## config.mk

```make
export PLATFORM = sky130hd
export DESIGN_NAME = tlie_top
export DESIGN_NICKNAME = d
export VERILOG_FILES = /design/src/design/tlie_pkg.sv /design/src/design/tlie_ifs.sv /design/src/design/tlie_avmm_slave.sv /design/src/design/tlie_timer_flags.sv /design/src/design/tlie_top.sv
export SDC_FILE = /design/constraint.sdc
export NUM_CORES = 1
export LEC_CHECK = 0
export ABC_AREA = 1
export BUFFER_PORTS_ARGS = -buffer_cell sky130_fd_sc_hd__buf_4
export CAP_MARGIN = 5
export CORE_MARGIN = 2
export CORE_UTILIZATION = 53
export CTS_CLUSTER_SIZE = 10
export DETAILED_ROUTE_END_ITERATION = 6
export GPL_ROUTABILITY_DRIVEN = 0
export PLACE_DENSITY = 0.77
export SLEW_MARGIN = 20
export SYNTH_ARGS = -nofsm -noshare
export SYNTH_HDL_FRONTEND = slang
export SYNTH_HIERARCHICAL = 1
export SYNTH_SLANG_ARGS = --single-unit
```

## constraint.sdc

```tcl
create_clock -name clock -period 2.5 [get_ports clock]
set_input_delay 0.125 -clock clock [delete_from_list [all_inputs] [get_ports clock]]
set_output_delay 0.125 -clock clock [all_outputs]
set_load 0.1 [all_outputs]
```

## src/design/tlie_pkg.sv

```systemverilog
// constants, register map and state codes for the top-level interrupt enable block
package tlie_pkg;

    localparam int unsigned DATA_W = 32;
    localparam int unsigned LINE_W = 17;
    localparam int unsigned TMR_W  = 7;

    // line positions in the enable registers
    localparam int unsigned BIT_DEBUG         = 16;
    localparam int unsigned BIT_EXT_PIN_D     = 15;
    localparam int unsigned BIT_EXT_PIN_C     = 14;
    localparam int unsigned BIT_EXT_PIN_B     = 13;
    localparam int unsigned BIT_EXT_PIN_A     = 12;
    localparam int unsigned BIT_CONVERTER     = 11;
    localparam int unsigned BIT_RADIO_RECEIVE = 10;
    localparam int unsigned BIT_RADIO_TRANSMIT = 9;
    localparam int unsigned BIT_RADIO_TIMER   = 8;
    localparam int unsigned BIT_SECURITY      = 7;
    localparam int unsigned BIT_SERIAL_TWO    = 6;
    localparam int unsigned BIT_SERIAL_ONE    = 5;
    localparam int unsigned BIT_SLEEP_TIMER   = 4;
    localparam int unsigned BIT_BASEBAND      = 3;
    localparam int unsigned BIT_MANAGEMENT    = 2;
    localparam int unsigned BIT_TIMER_TWO     = 1;
    localparam int unsigned BIT_TIMER_ONE     = 0;

    // timer second-level flag positions; bit 5 is not implemented
    localparam int unsigned TMR_TRIGGER = 6;
    localparam int unsigned TMR_CC4     = 4;
    localparam int unsigned TMR_CC3     = 3;
    localparam int unsigned TMR_CC2     = 2;
    localparam int unsigned TMR_CC1     = 1;
    localparam int unsigned TMR_UPDATE  = 0;
    localparam logic [TMR_W-1:0] TMR_IMPL_MASK = 7'h5F;

    // register byte addresses
    localparam logic [31:0] ADDR_EN_SET     = 32'hE000E100;
    localparam logic [31:0] ADDR_EN_CLEAR   = 32'hE000E180;
    localparam logic [31:0] ADDR_TMR1_FLAG  = 32'hE000E400;
    localparam logic [31:0] ADDR_TMR1_CFG   = 32'hE000E404;
    localparam logic [31:0] ADDR_TMR2_FLAG  = 32'hE000E408;
    localparam logic [31:0] ADDR_TMR2_CFG   = 32'hE000E40C;
    localparam logic [31:0] ADDR_IRQ_STATUS = 32'hE000E410;
    localparam logic [31:0] ADDR_IRQ_MASK   = 32'hE000E414;

    localparam logic [LINE_W-1:0] RESET_ENABLE = 17'h00000;
    localparam logic [LINE_W-1:0] RESET_STATUS = 17'h00000;
    localparam logic [LINE_W-1:0] RESET_MASK   = 17'h00000;
    localparam logic [TMR_W-1:0]  RESET_TMR    = 7'h00;
    localparam logic [DATA_W-1:0] READ_ZERO    = 32'h00000000;

    typedef enum logic [1:0] {
        ST_IDLE = 2'b01,
        ST_ACK  = 2'b10
    } tlie_bus_state_type;

endpackage

```

## src/design/tlie_ifs.sv

```systemverilog
// carriers between the register slave, the timer flag units and the top
`timescale 1ns/1ps
interface tlie_cmd_if;
    logic                        wr_commit;
    logic [31:0]                 addr;
    logic [tlie_pkg::DATA_W-1:0] wdata;
    logic [tlie_pkg::DATA_W-1:0] wmask;
    logic [tlie_pkg::DATA_W-1:0] rdata;
    modport slave (output wr_commit, addr, wdata, wmask, input rdata);
    modport regs  (input wr_commit, addr, wdata, wmask, output rdata);
endinterface // tlie_cmd_if

interface tlie_flag_if;
    logic                       flag_clr_wr;
    logic                       cfg_wr;
    logic [tlie_pkg::TMR_W-1:0] wdata;
    logic [tlie_pkg::TMR_W-1:0] wmask;
    logic [tlie_pkg::TMR_W-1:0] flags;
    logic [tlie_pkg::TMR_W-1:0] cfg;
    logic                       line;
    modport ctrl (output flag_clr_wr, cfg_wr, wdata, wmask, input flags, cfg, line);
    modport unit (input flag_clr_wr, cfg_wr, wdata, wmask, output flags, cfg, line);
endinterface // tlie_flag_if

```

## src/design/tlie_avmm_slave.sv

```systemverilog
// avalon-mm slave front end: one wait cycle, write commits on the accept edge
`timescale 1ns/1ps
module tlie_avmm_slave
(
    input  wire logic                        clock,
    input  wire logic                        nrst,
    input  wire logic                        ce,
    input  wire logic [31:0]                 avs_address,
    input  wire logic                        avs_read,
    input  wire logic                        avs_write,
    input  wire logic [tlie_pkg::DATA_W-1:0] avs_writedata,
    input  wire logic [3:0]                  avs_byteenable,
    output logic      [tlie_pkg::DATA_W-1:0] avs_readdata,
    output logic                             avs_waitrequest,
    tlie_cmd_if.slave                        cmd
);
    tlie_pkg::tlie_bus_state_type state_q;

    always_ff @(posedge clock or negedge nrst)
    begin
        if (!nrst)
        begin
            state_q         <= tlie_pkg::ST_IDLE;
            avs_waitrequest <= 1'b1;
            avs_readdata    <= tlie_pkg::READ_ZERO;
        end
        else if (ce)
        begin
            unique case (state_q)
                tlie_pkg::ST_IDLE:
                begin
                    if (avs_read || avs_write)
                    begin
                        state_q         <= tlie_pkg::ST_ACK;
                        avs_waitrequest <= 1'b0;
                        avs_readdata    <= avs_read ? cmd.rdata : tlie_pkg::READ_ZERO;
                    end
                end
                tlie_pkg::ST_ACK:
                begin
                    state_q         <= tlie_pkg::ST_IDLE;
                    avs_waitrequest <= 1'b1;
                end
                default:
                begin
                    state_q         <= tlie_pkg::ST_IDLE;
                    avs_waitrequest <= 1'b1;
                end
            endcase
        end
    end

    // the master holds the request until it sees waitrequest low, so address is stable
    assign cmd.wr_commit = ce && avs_write && (state_q == tlie_pkg::ST_ACK);
    assign cmd.addr      = avs_address;
    assign cmd.wdata     = avs_writedata;
    assign cmd.wmask     = {{8{avs_byteenable[3]}}, {8{avs_byteenable[2]}},
                            {8{avs_byteenable[1]}}, {8{avs_byteenable[0]}}};
endmodule // tlie_avmm_slave

```

## src/design/tlie_timer_flags.sv

```systemverilog
// second-level flag set and enable for one general-purpose timer
`timescale 1ns/1ps
module tlie_timer_flags
(
    input  wire logic                       clock,
    input  wire logic                       nrst,
    input  wire logic                       ce,
    input  wire logic [tlie_pkg::TMR_W-1:0] events,
    tlie_flag_if.unit                       fl
);
    logic [tlie_pkg::TMR_W-1:0] flags_q;
    logic [tlie_pkg::TMR_W-1:0] cfg_q;
    logic [tlie_pkg::TMR_W-1:0] clr_bits;

    assign clr_bits = fl.flag_clr_wr ? (fl.wdata & fl.wmask) : tlie_pkg::RESET_TMR;

    // flags set regardless of cfg; a new event beats a same-cycle clear
    always_ff @(posedge clock or negedge nrst)
    begin
        if (!nrst)
            flags_q <= tlie_pkg::RESET_TMR;
        else if (ce)
            flags_q <= ((flags_q & ~clr_bits) | events) & tlie_pkg::TMR_IMPL_MASK;
    end

    always_ff @(posedge clock or negedge nrst)
    begin
        if (!nrst)
            cfg_q <= tlie_pkg::RESET_TMR;
        else if (ce && fl.cfg_wr)
            cfg_q <= ((cfg_q & ~fl.wmask) | (fl.wdata & fl.wmask)) & tlie_pkg::TMR_IMPL_MASK;
    end

    assign fl.flags = flags_q;
    assign fl.cfg   = cfg_q;
    assign fl.line  = |(flags_q & cfg_q);
endmodule // tlie_timer_flags

```

## src/design/tlie_top.sv

```systemverilog
// top-level interrupt enable block with avalon-mm registers and timer flag merging
// How it works
// - set-enable write ones enable lines; reset clears
// - clear-enable write ones disable matching lines
// - zero bits leave enables unchanged
// - bit16 debug, bits15..12 pins D..A
// - bits11..7 converter, radio rx/tx/timer, security
// - bits6..0 serial2, serial1, sleep, baseband, management, timers
// - timer lines from own seven-bit flag sets
// - clear register same layout; bits31..17 reserved
// - flags set on event, cleared by write-one
// - enabled flags ORed as level line
`timescale 1ns/1ps
module tlie_top #(
    parameter int unsigned ADDR_W = 32
)
(
    input  wire logic                        clock,
    input  wire logic                        nrst,
    input  wire logic                        ce,
    input  wire logic [ADDR_W-1:0]           avs_address,
    input  wire logic                        avs_read,
    input  wire logic                        avs_write,
    input  wire logic [tlie_pkg::DATA_W-1:0] avs_writedata,
    input  wire logic [3:0]                  avs_byteenable,
    output logic      [tlie_pkg::DATA_W-1:0] avs_readdata,
    output logic                             avs_waitrequest,
    input  wire logic                        debug_line,
    input  wire logic                        ext_pin_d_line,
    input  wire logic                        ext_pin_c_line,
    input  wire logic                        ext_pin_b_line,
    input  wire logic                        ext_pin_a_line,
    input  wire logic                        converter_line,
    input  wire logic                        radio_receive_line,
    input  wire logic                        radio_transmit_line,
    input  wire logic                        radio_timer_line,
    input  wire logic                        security_line,
    input  wire logic                        serial_two_line,
    input  wire logic                        serial_one_line,
    input  wire logic                        sleep_timer_line,
    input  wire logic                        baseband_line,
    input  wire logic                        management_line,
    input  wire logic [tlie_pkg::TMR_W-1:0]  timer_two_source,
    input  wire logic [tlie_pkg::TMR_W-1:0]  timer_one_source,
    output logic      [tlie_pkg::LINE_W-1:0] core_irq_q,
    output logic                             irq_q
);
    if (ADDR_W != 32)
    begin : g_addr_check
        $error("ADDR_W must be 32 to reach the printed register addresses");
    end

    tlie_cmd_if  cmd ();
    tlie_flag_if tmr1 ();
    tlie_flag_if tmr2 ();

    logic [tlie_pkg::LINE_W-1:0] lines;
    logic [tlie_pkg::LINE_W-1:0] enable_q;
    logic [tlie_pkg::LINE_W-1:0] status_q;
    logic [tlie_pkg::LINE_W-1:0] mask_q;
    logic [tlie_pkg::LINE_W-1:0] wd;
    logic [tlie_pkg::LINE_W-1:0] wm;
    logic [tlie_pkg::LINE_W-1:0] set_bits;
    logic [tlie_pkg::LINE_W-1:0] clr_bits;
    logic [tlie_pkg::LINE_W-1:0] st_clr_bits;
    logic [tlie_pkg::LINE_W-1:0] request;
    logic [tlie_pkg::DATA_W-1:0] rdata;

    tlie_avmm_slave u_slave (
        .clock           (clock),
        .nrst            (nrst),
        .ce              (ce),
        .avs_address     (avs_address),
        .avs_read        (avs_read),
        .avs_write       (avs_write),
        .avs_writedata   (avs_writedata),
        .avs_byteenable  (avs_byteenable),
        .avs_readdata    (avs_readdata),
        .avs_waitrequest (avs_waitrequest),
        .cmd             (cmd)
    );

    tlie_timer_flags u_tmr1 (
        .clock  (clock),
        .nrst   (nrst),
        .ce     (ce),
        .events (timer_one_source),
        .fl     (tmr1)
    );

    tlie_timer_flags u_tmr2 (
        .clock  (clock),
        .nrst   (nrst),
        .ce     (ce),
        .events (timer_two_source),
        .fl     (tmr2)
    );

    // line assembly
    always_comb
    begin
        lines = tlie_pkg::RESET_ENABLE;
        lines[tlie_pkg::BIT_DEBUG]          = debug_line;
        lines[tlie_pkg::BIT_EXT_PIN_D]      = ext_pin_d_line;
        lines[tlie_pkg::BIT_EXT_PIN_C]      = ext_pin_c_line;
        lines[tlie_pkg::BIT_EXT_PIN_B]      = ext_pin_b_line;
        lines[tlie_pkg::BIT_EXT_PIN_A]      = ext_pin_a_line;
        lines[tlie_pkg::BIT_CONVERTER]      = converter_line;
        lines[tlie_pkg::BIT_RADIO_RECEIVE]  = radio_receive_line;
        lines[tlie_pkg::BIT_RADIO_TRANSMIT] = radio_transmit_line;
        lines[tlie_pkg::BIT_RADIO_TIMER]    = radio_timer_line;
        lines[tlie_pkg::BIT_SECURITY]       = security_line;
        lines[tlie_pkg::BIT_SERIAL_TWO]     = serial_two_line;
        lines[tlie_pkg::BIT_SERIAL_ONE]     = serial_one_line;
        lines[tlie_pkg::BIT_SLEEP_TIMER]    = sleep_timer_line;
        lines[tlie_pkg::BIT_BASEBAND]       = baseband_line;
        lines[tlie_pkg::BIT_MANAGEMENT]     = management_line;
        lines[tlie_pkg::BIT_TIMER_TWO]      = tmr2.line;
        lines[tlie_pkg::BIT_TIMER_ONE]      = tmr1.line;
    end

    // write decode; bytes not enabled count as zero bits
    assign wd = cmd.wdata[tlie_pkg::LINE_W-1:0];
    assign wm = cmd.wmask[tlie_pkg::LINE_W-1:0];

    assign set_bits    = (cmd.wr_commit && cmd.addr == tlie_pkg::ADDR_EN_SET)
                         ? (wd & wm) : tlie_pkg::RESET_ENABLE;
    assign clr_bits    = (cmd.wr_commit && cmd.addr == tlie_pkg::ADDR_EN_CLEAR)
                         ? (wd & wm) : tlie_pkg::RESET_ENABLE;
    assign st_clr_bits = (cmd.wr_commit && cmd.addr == tlie_pkg::ADDR_IRQ_STATUS)
                         ? (wd & wm) : tlie_pkg::RESET_STATUS;

    assign tmr1.flag_clr_wr = cmd.wr_commit && cmd.addr == tlie_pkg::ADDR_TMR1_FLAG;
    assign tmr1.cfg_wr      = cmd.wr_commit && cmd.addr == tlie_pkg::ADDR_TMR1_CFG;
    assign tmr1.wdata       = cmd.wdata[tlie_pkg::TMR_W-1:0];
    assign tmr1.wmask       = cmd.wmask[tlie_pkg::TMR_W-1:0];
    assign tmr2.flag_clr_wr = cmd.wr_commit && cmd.addr == tlie_pkg::ADDR_TMR2_FLAG;
    assign tmr2.cfg_wr      = cmd.wr_commit && cmd.addr == tlie_pkg::ADDR_TMR2_CFG;
    assign tmr2.wdata       = cmd.wdata[tlie_pkg::TMR_W-1:0];
    assign tmr2.wmask       = cmd.wmask[tlie_pkg::TMR_W-1:0];

    // enable state; clear is applied after set so clear wins on one bit
    always_ff @(posedge clock or negedge nrst)
    begin
        if (!nrst)
            enable_q <= tlie_pkg::RESET_ENABLE;
        else if (ce)
            enable_q <= (enable_q | set_bits) & ~clr_bits;
    end

    assign request = lines & enable_q;

    always_ff @(posedge clock or negedge nrst)
    begin
        if (!nrst)
            core_irq_q <= tlie_pkg::RESET_ENABLE;
        else if (ce)
            core_irq_q <= request;
    end

    // sticky status: a request in the clearing cycle keeps the bit set
    always_ff @(posedge clock or negedge nrst)
    begin
        if (!nrst)
            status_q <= tlie_pkg::RESET_STATUS;
        else if (ce)
            status_q <= (status_q & ~st_clr_bits) | request;
    end

    always_ff @(posedge clock or negedge nrst)
    begin
        if (!nrst)
            mask_q <= tlie_pkg::RESET_MASK;
        else if (ce && cmd.wr_commit && cmd.addr == tlie_pkg::ADDR_IRQ_MASK)
            mask_q <= (mask_q & ~wm) | (wd & wm);
    end

    // registered so the output never glitches; built from the next status value, so it changes on the same edge as status_q
    always_ff @(posedge clock or negedge nrst)
    begin
        if (!nrst)
            irq_q <= 1'b0;
        else if (ce)
            irq_q <= |(((status_q & ~st_clr_bits) | request) & mask_q);
    end

    // read mux; unmapped addresses and reserved bits read zero
    always_comb
    begin
        rdata = tlie_pkg::READ_ZERO;
        unique case (cmd.addr)
            tlie_pkg::ADDR_EN_SET,
            tlie_pkg::ADDR_EN_CLEAR:   rdata[tlie_pkg::LINE_W-1:0] = enable_q;
            tlie_pkg::ADDR_TMR1_FLAG:  rdata[tlie_pkg::TMR_W-1:0]  = tmr1.flags;
            tlie_pkg::ADDR_TMR1_CFG:   rdata[tlie_pkg::TMR_W-1:0]  = tmr1.cfg;
            tlie_pkg::ADDR_TMR2_FLAG:  rdata[tlie_pkg::TMR_W-1:0]  = tmr2.flags;
            tlie_pkg::ADDR_TMR2_CFG:   rdata[tlie_pkg::TMR_W-1:0]  = tmr2.cfg;
            tlie_pkg::ADDR_IRQ_STATUS: rdata[tlie_pkg::LINE_W-1:0] = status_q;
            tlie_pkg::ADDR_IRQ_MASK:   rdata[tlie_pkg::LINE_W-1:0] = mask_q;
            default:                   rdata = tlie_pkg::READ_ZERO;
        endcase
    end

    assign cmd.rdata = rdata;
endmodule // tlie_top

```

==> results_dict.tcl <==
set metrics [dict create \
    outcome "finished, final reports clean" \
    clockPowerShare_pct 37.0 \
    ys_warn_count 6 \
    first_pass_iters 7 \
    drt-total-wl_mm 19.3 \
    layout_commonest_cell "nand2_1" \
    final_layout_size_suffix_gt1_share_pct 19.9 \
    row_count 43 \
    cts_buffers 17 \
    stdcell_count 1338 \
    track_usage_pct 26.7 \
    die_x_um 123 \
    relSlewSlack_pct 53.0 \
    slew_viol_final 0 \
    wl_per_cell_um 14.4 \
    ant_nets 0 \
    p_sw_mw 2.71 \
    final_nets 1247 \
    fmax_mhz 483 \
    powerDensity_nw_per_um2 771 \
    r2r_cells 7 \
    setup_viol 0 \
    first_iter_violations 641 \
    rsz0062_at_grt "false" \
    p_total_mw 7.06 \
    timing.final.crit_share_pct 82.8 \
    vias_per_cell 5.07 \
    p_int_mw 4.35 \
    place_inst 1273 \
    diodes 0 \
    core_area_um2 13900 \
    hold_slack_ns 0.00404 \
    antenna_found_initial 0 \
    worstMarginPinSlew_ns 0.705 \
    finalCriticalPeriod_ns 2.07 \
    layout.cells.most_common_list "nand2_1, buf_4, dfrtp_1" \
    clk_latency_ns 0.42 \
    path_class "reg2reg" \
    start_util_pct 54.3 \
    fin_ws_ns 0.430 \
    end_kind "flip-flop" \
    clock-sinks 127 \
    leakagePower_nw 4.89 \
    netlist_area_um2 7540 \
    grt-ovfl-total 0 \
    fp.dieH_um 123 \
    r2r_slack_ns 0.43 \
    cts-htree-levels 4 \
    syn2layout_area_growth_pct 21.4 \
    grt_pass1_wl_mm 31.5 \
    syn_area_per_cell_um2 7.29 \
    drc 0 \
    setup_tns_ns 0 \
    cp_data_arrival_time_ns 2.44 \
    worstHoldStart "avs_writedata[15]" \
    ios 153 \
    port_buffers 134 \
    combPwrFrac_pct 29.8 \
    critPathRequiredTime_ns 2.87 \
    swShare_pct 38.3 \
    grt_max_degree 80 \
    cts_tree "yes" \
    synthCells 1034 \
    vias 6778 \
    worst-path-max-fanout 17 \
    worst_r2r_endpoint "enable_q[15]" \
    max-vdd-ir-drop_uv 528 \
    dieArea_um2 15200 \
    r2r_start "u_slave/state_q[1]" \
    startpoint_type "flip-flop" \
    fin_util_pct 65.9 \
    hold_viol 0 \
    fin_skew_ns 0.00690 \
    holdPathStages 3 \
    hold_path_class "in2reg" \
    dpl-instance-area_um2 8190 \
    dp_hpwl_mm 12.8 \
    root_buffer "clkbuf_16" \
    maxCapViolCount 0 \
    pwr-share-seq_pct 33.2 \
    grt_pass1_vias 6513 \
    clk_pin_slew_ns 0.06 \
    post_cts_resized 0 \
    clockBufferDepth 2 \
    dp_slack_ns 0.378 \
    final_area_um2 9150 \
]
==> worst max-delay path by stage <==
stage / startpoint / end / slack, ns / depth (start not counted)
detailed placement: avs_address[21] / enable_q[6] / 0.38 / 11
finish: u_slave/state_q[1] / enable_q[15] / 0.43 / 7
global placement: avs_address[21] / u_slave/avs_readdata[3] / 0.38 / 14
global route: u_slave/state_q[1] / irq_q / 0.28 / 11
floorplan: u_slave/state_q[0] / flip-flop / 0.34 / 11
CTS: u_slave/state_q[1] / irq_q / 0.47 / 11
==> metal layers <==
layer / vias to the layer above / global-route usage, % / share of wire [%]
li1: 3427 / - / -
met1: 3056 / 34.6 / 42
met2: 259 / 44.0 / 48
met3: 36 / 6.04 / 8.2
met4: 0 / 9.66 / 2.0
met5: - / 0 / 0
==> final cells by class <==
class                   count  area (um2)
fillers                  1198        4730
multi-input cells         710        3240
flip-flops and latches    127        3180
repair buffers            183        1480
clock buffers              20         467
inverters                 106         399
well taps                 180         225
clock inverters            12         158
==> critical path, stage by stage (launching register included) <==
cell,delay (ns)
dfrtp_1,0.38
nand2_1,0.10
nor3_2,0.40
buf_4,0.23
nand3_2,0.43
nor2_1,0.31
o22ai_2,0.11
inv_2,0.05
==> timing repair <==
action / in CTS / in global routing
hold buffers: 33 / 0
buffers inserted: 0 / 0
hold endpoints to repair: 73 / 0
==> power groups by stage <==
stage / clock network [mW] / logic (mW) / registers (mW)
after floorplan: 0 / 0.605 / 3.46
after global placement: 0 / 2.05 / 2.37
after detailed placement: 0 / 2.06 / 2.38
after CTS: 2.63 / 2.10 / 2.35
after global routing: 2.71 / 2.23 / 2.37
final: 2.61 / 2.10 / 2.35
(Power assumes the default switching activity.)
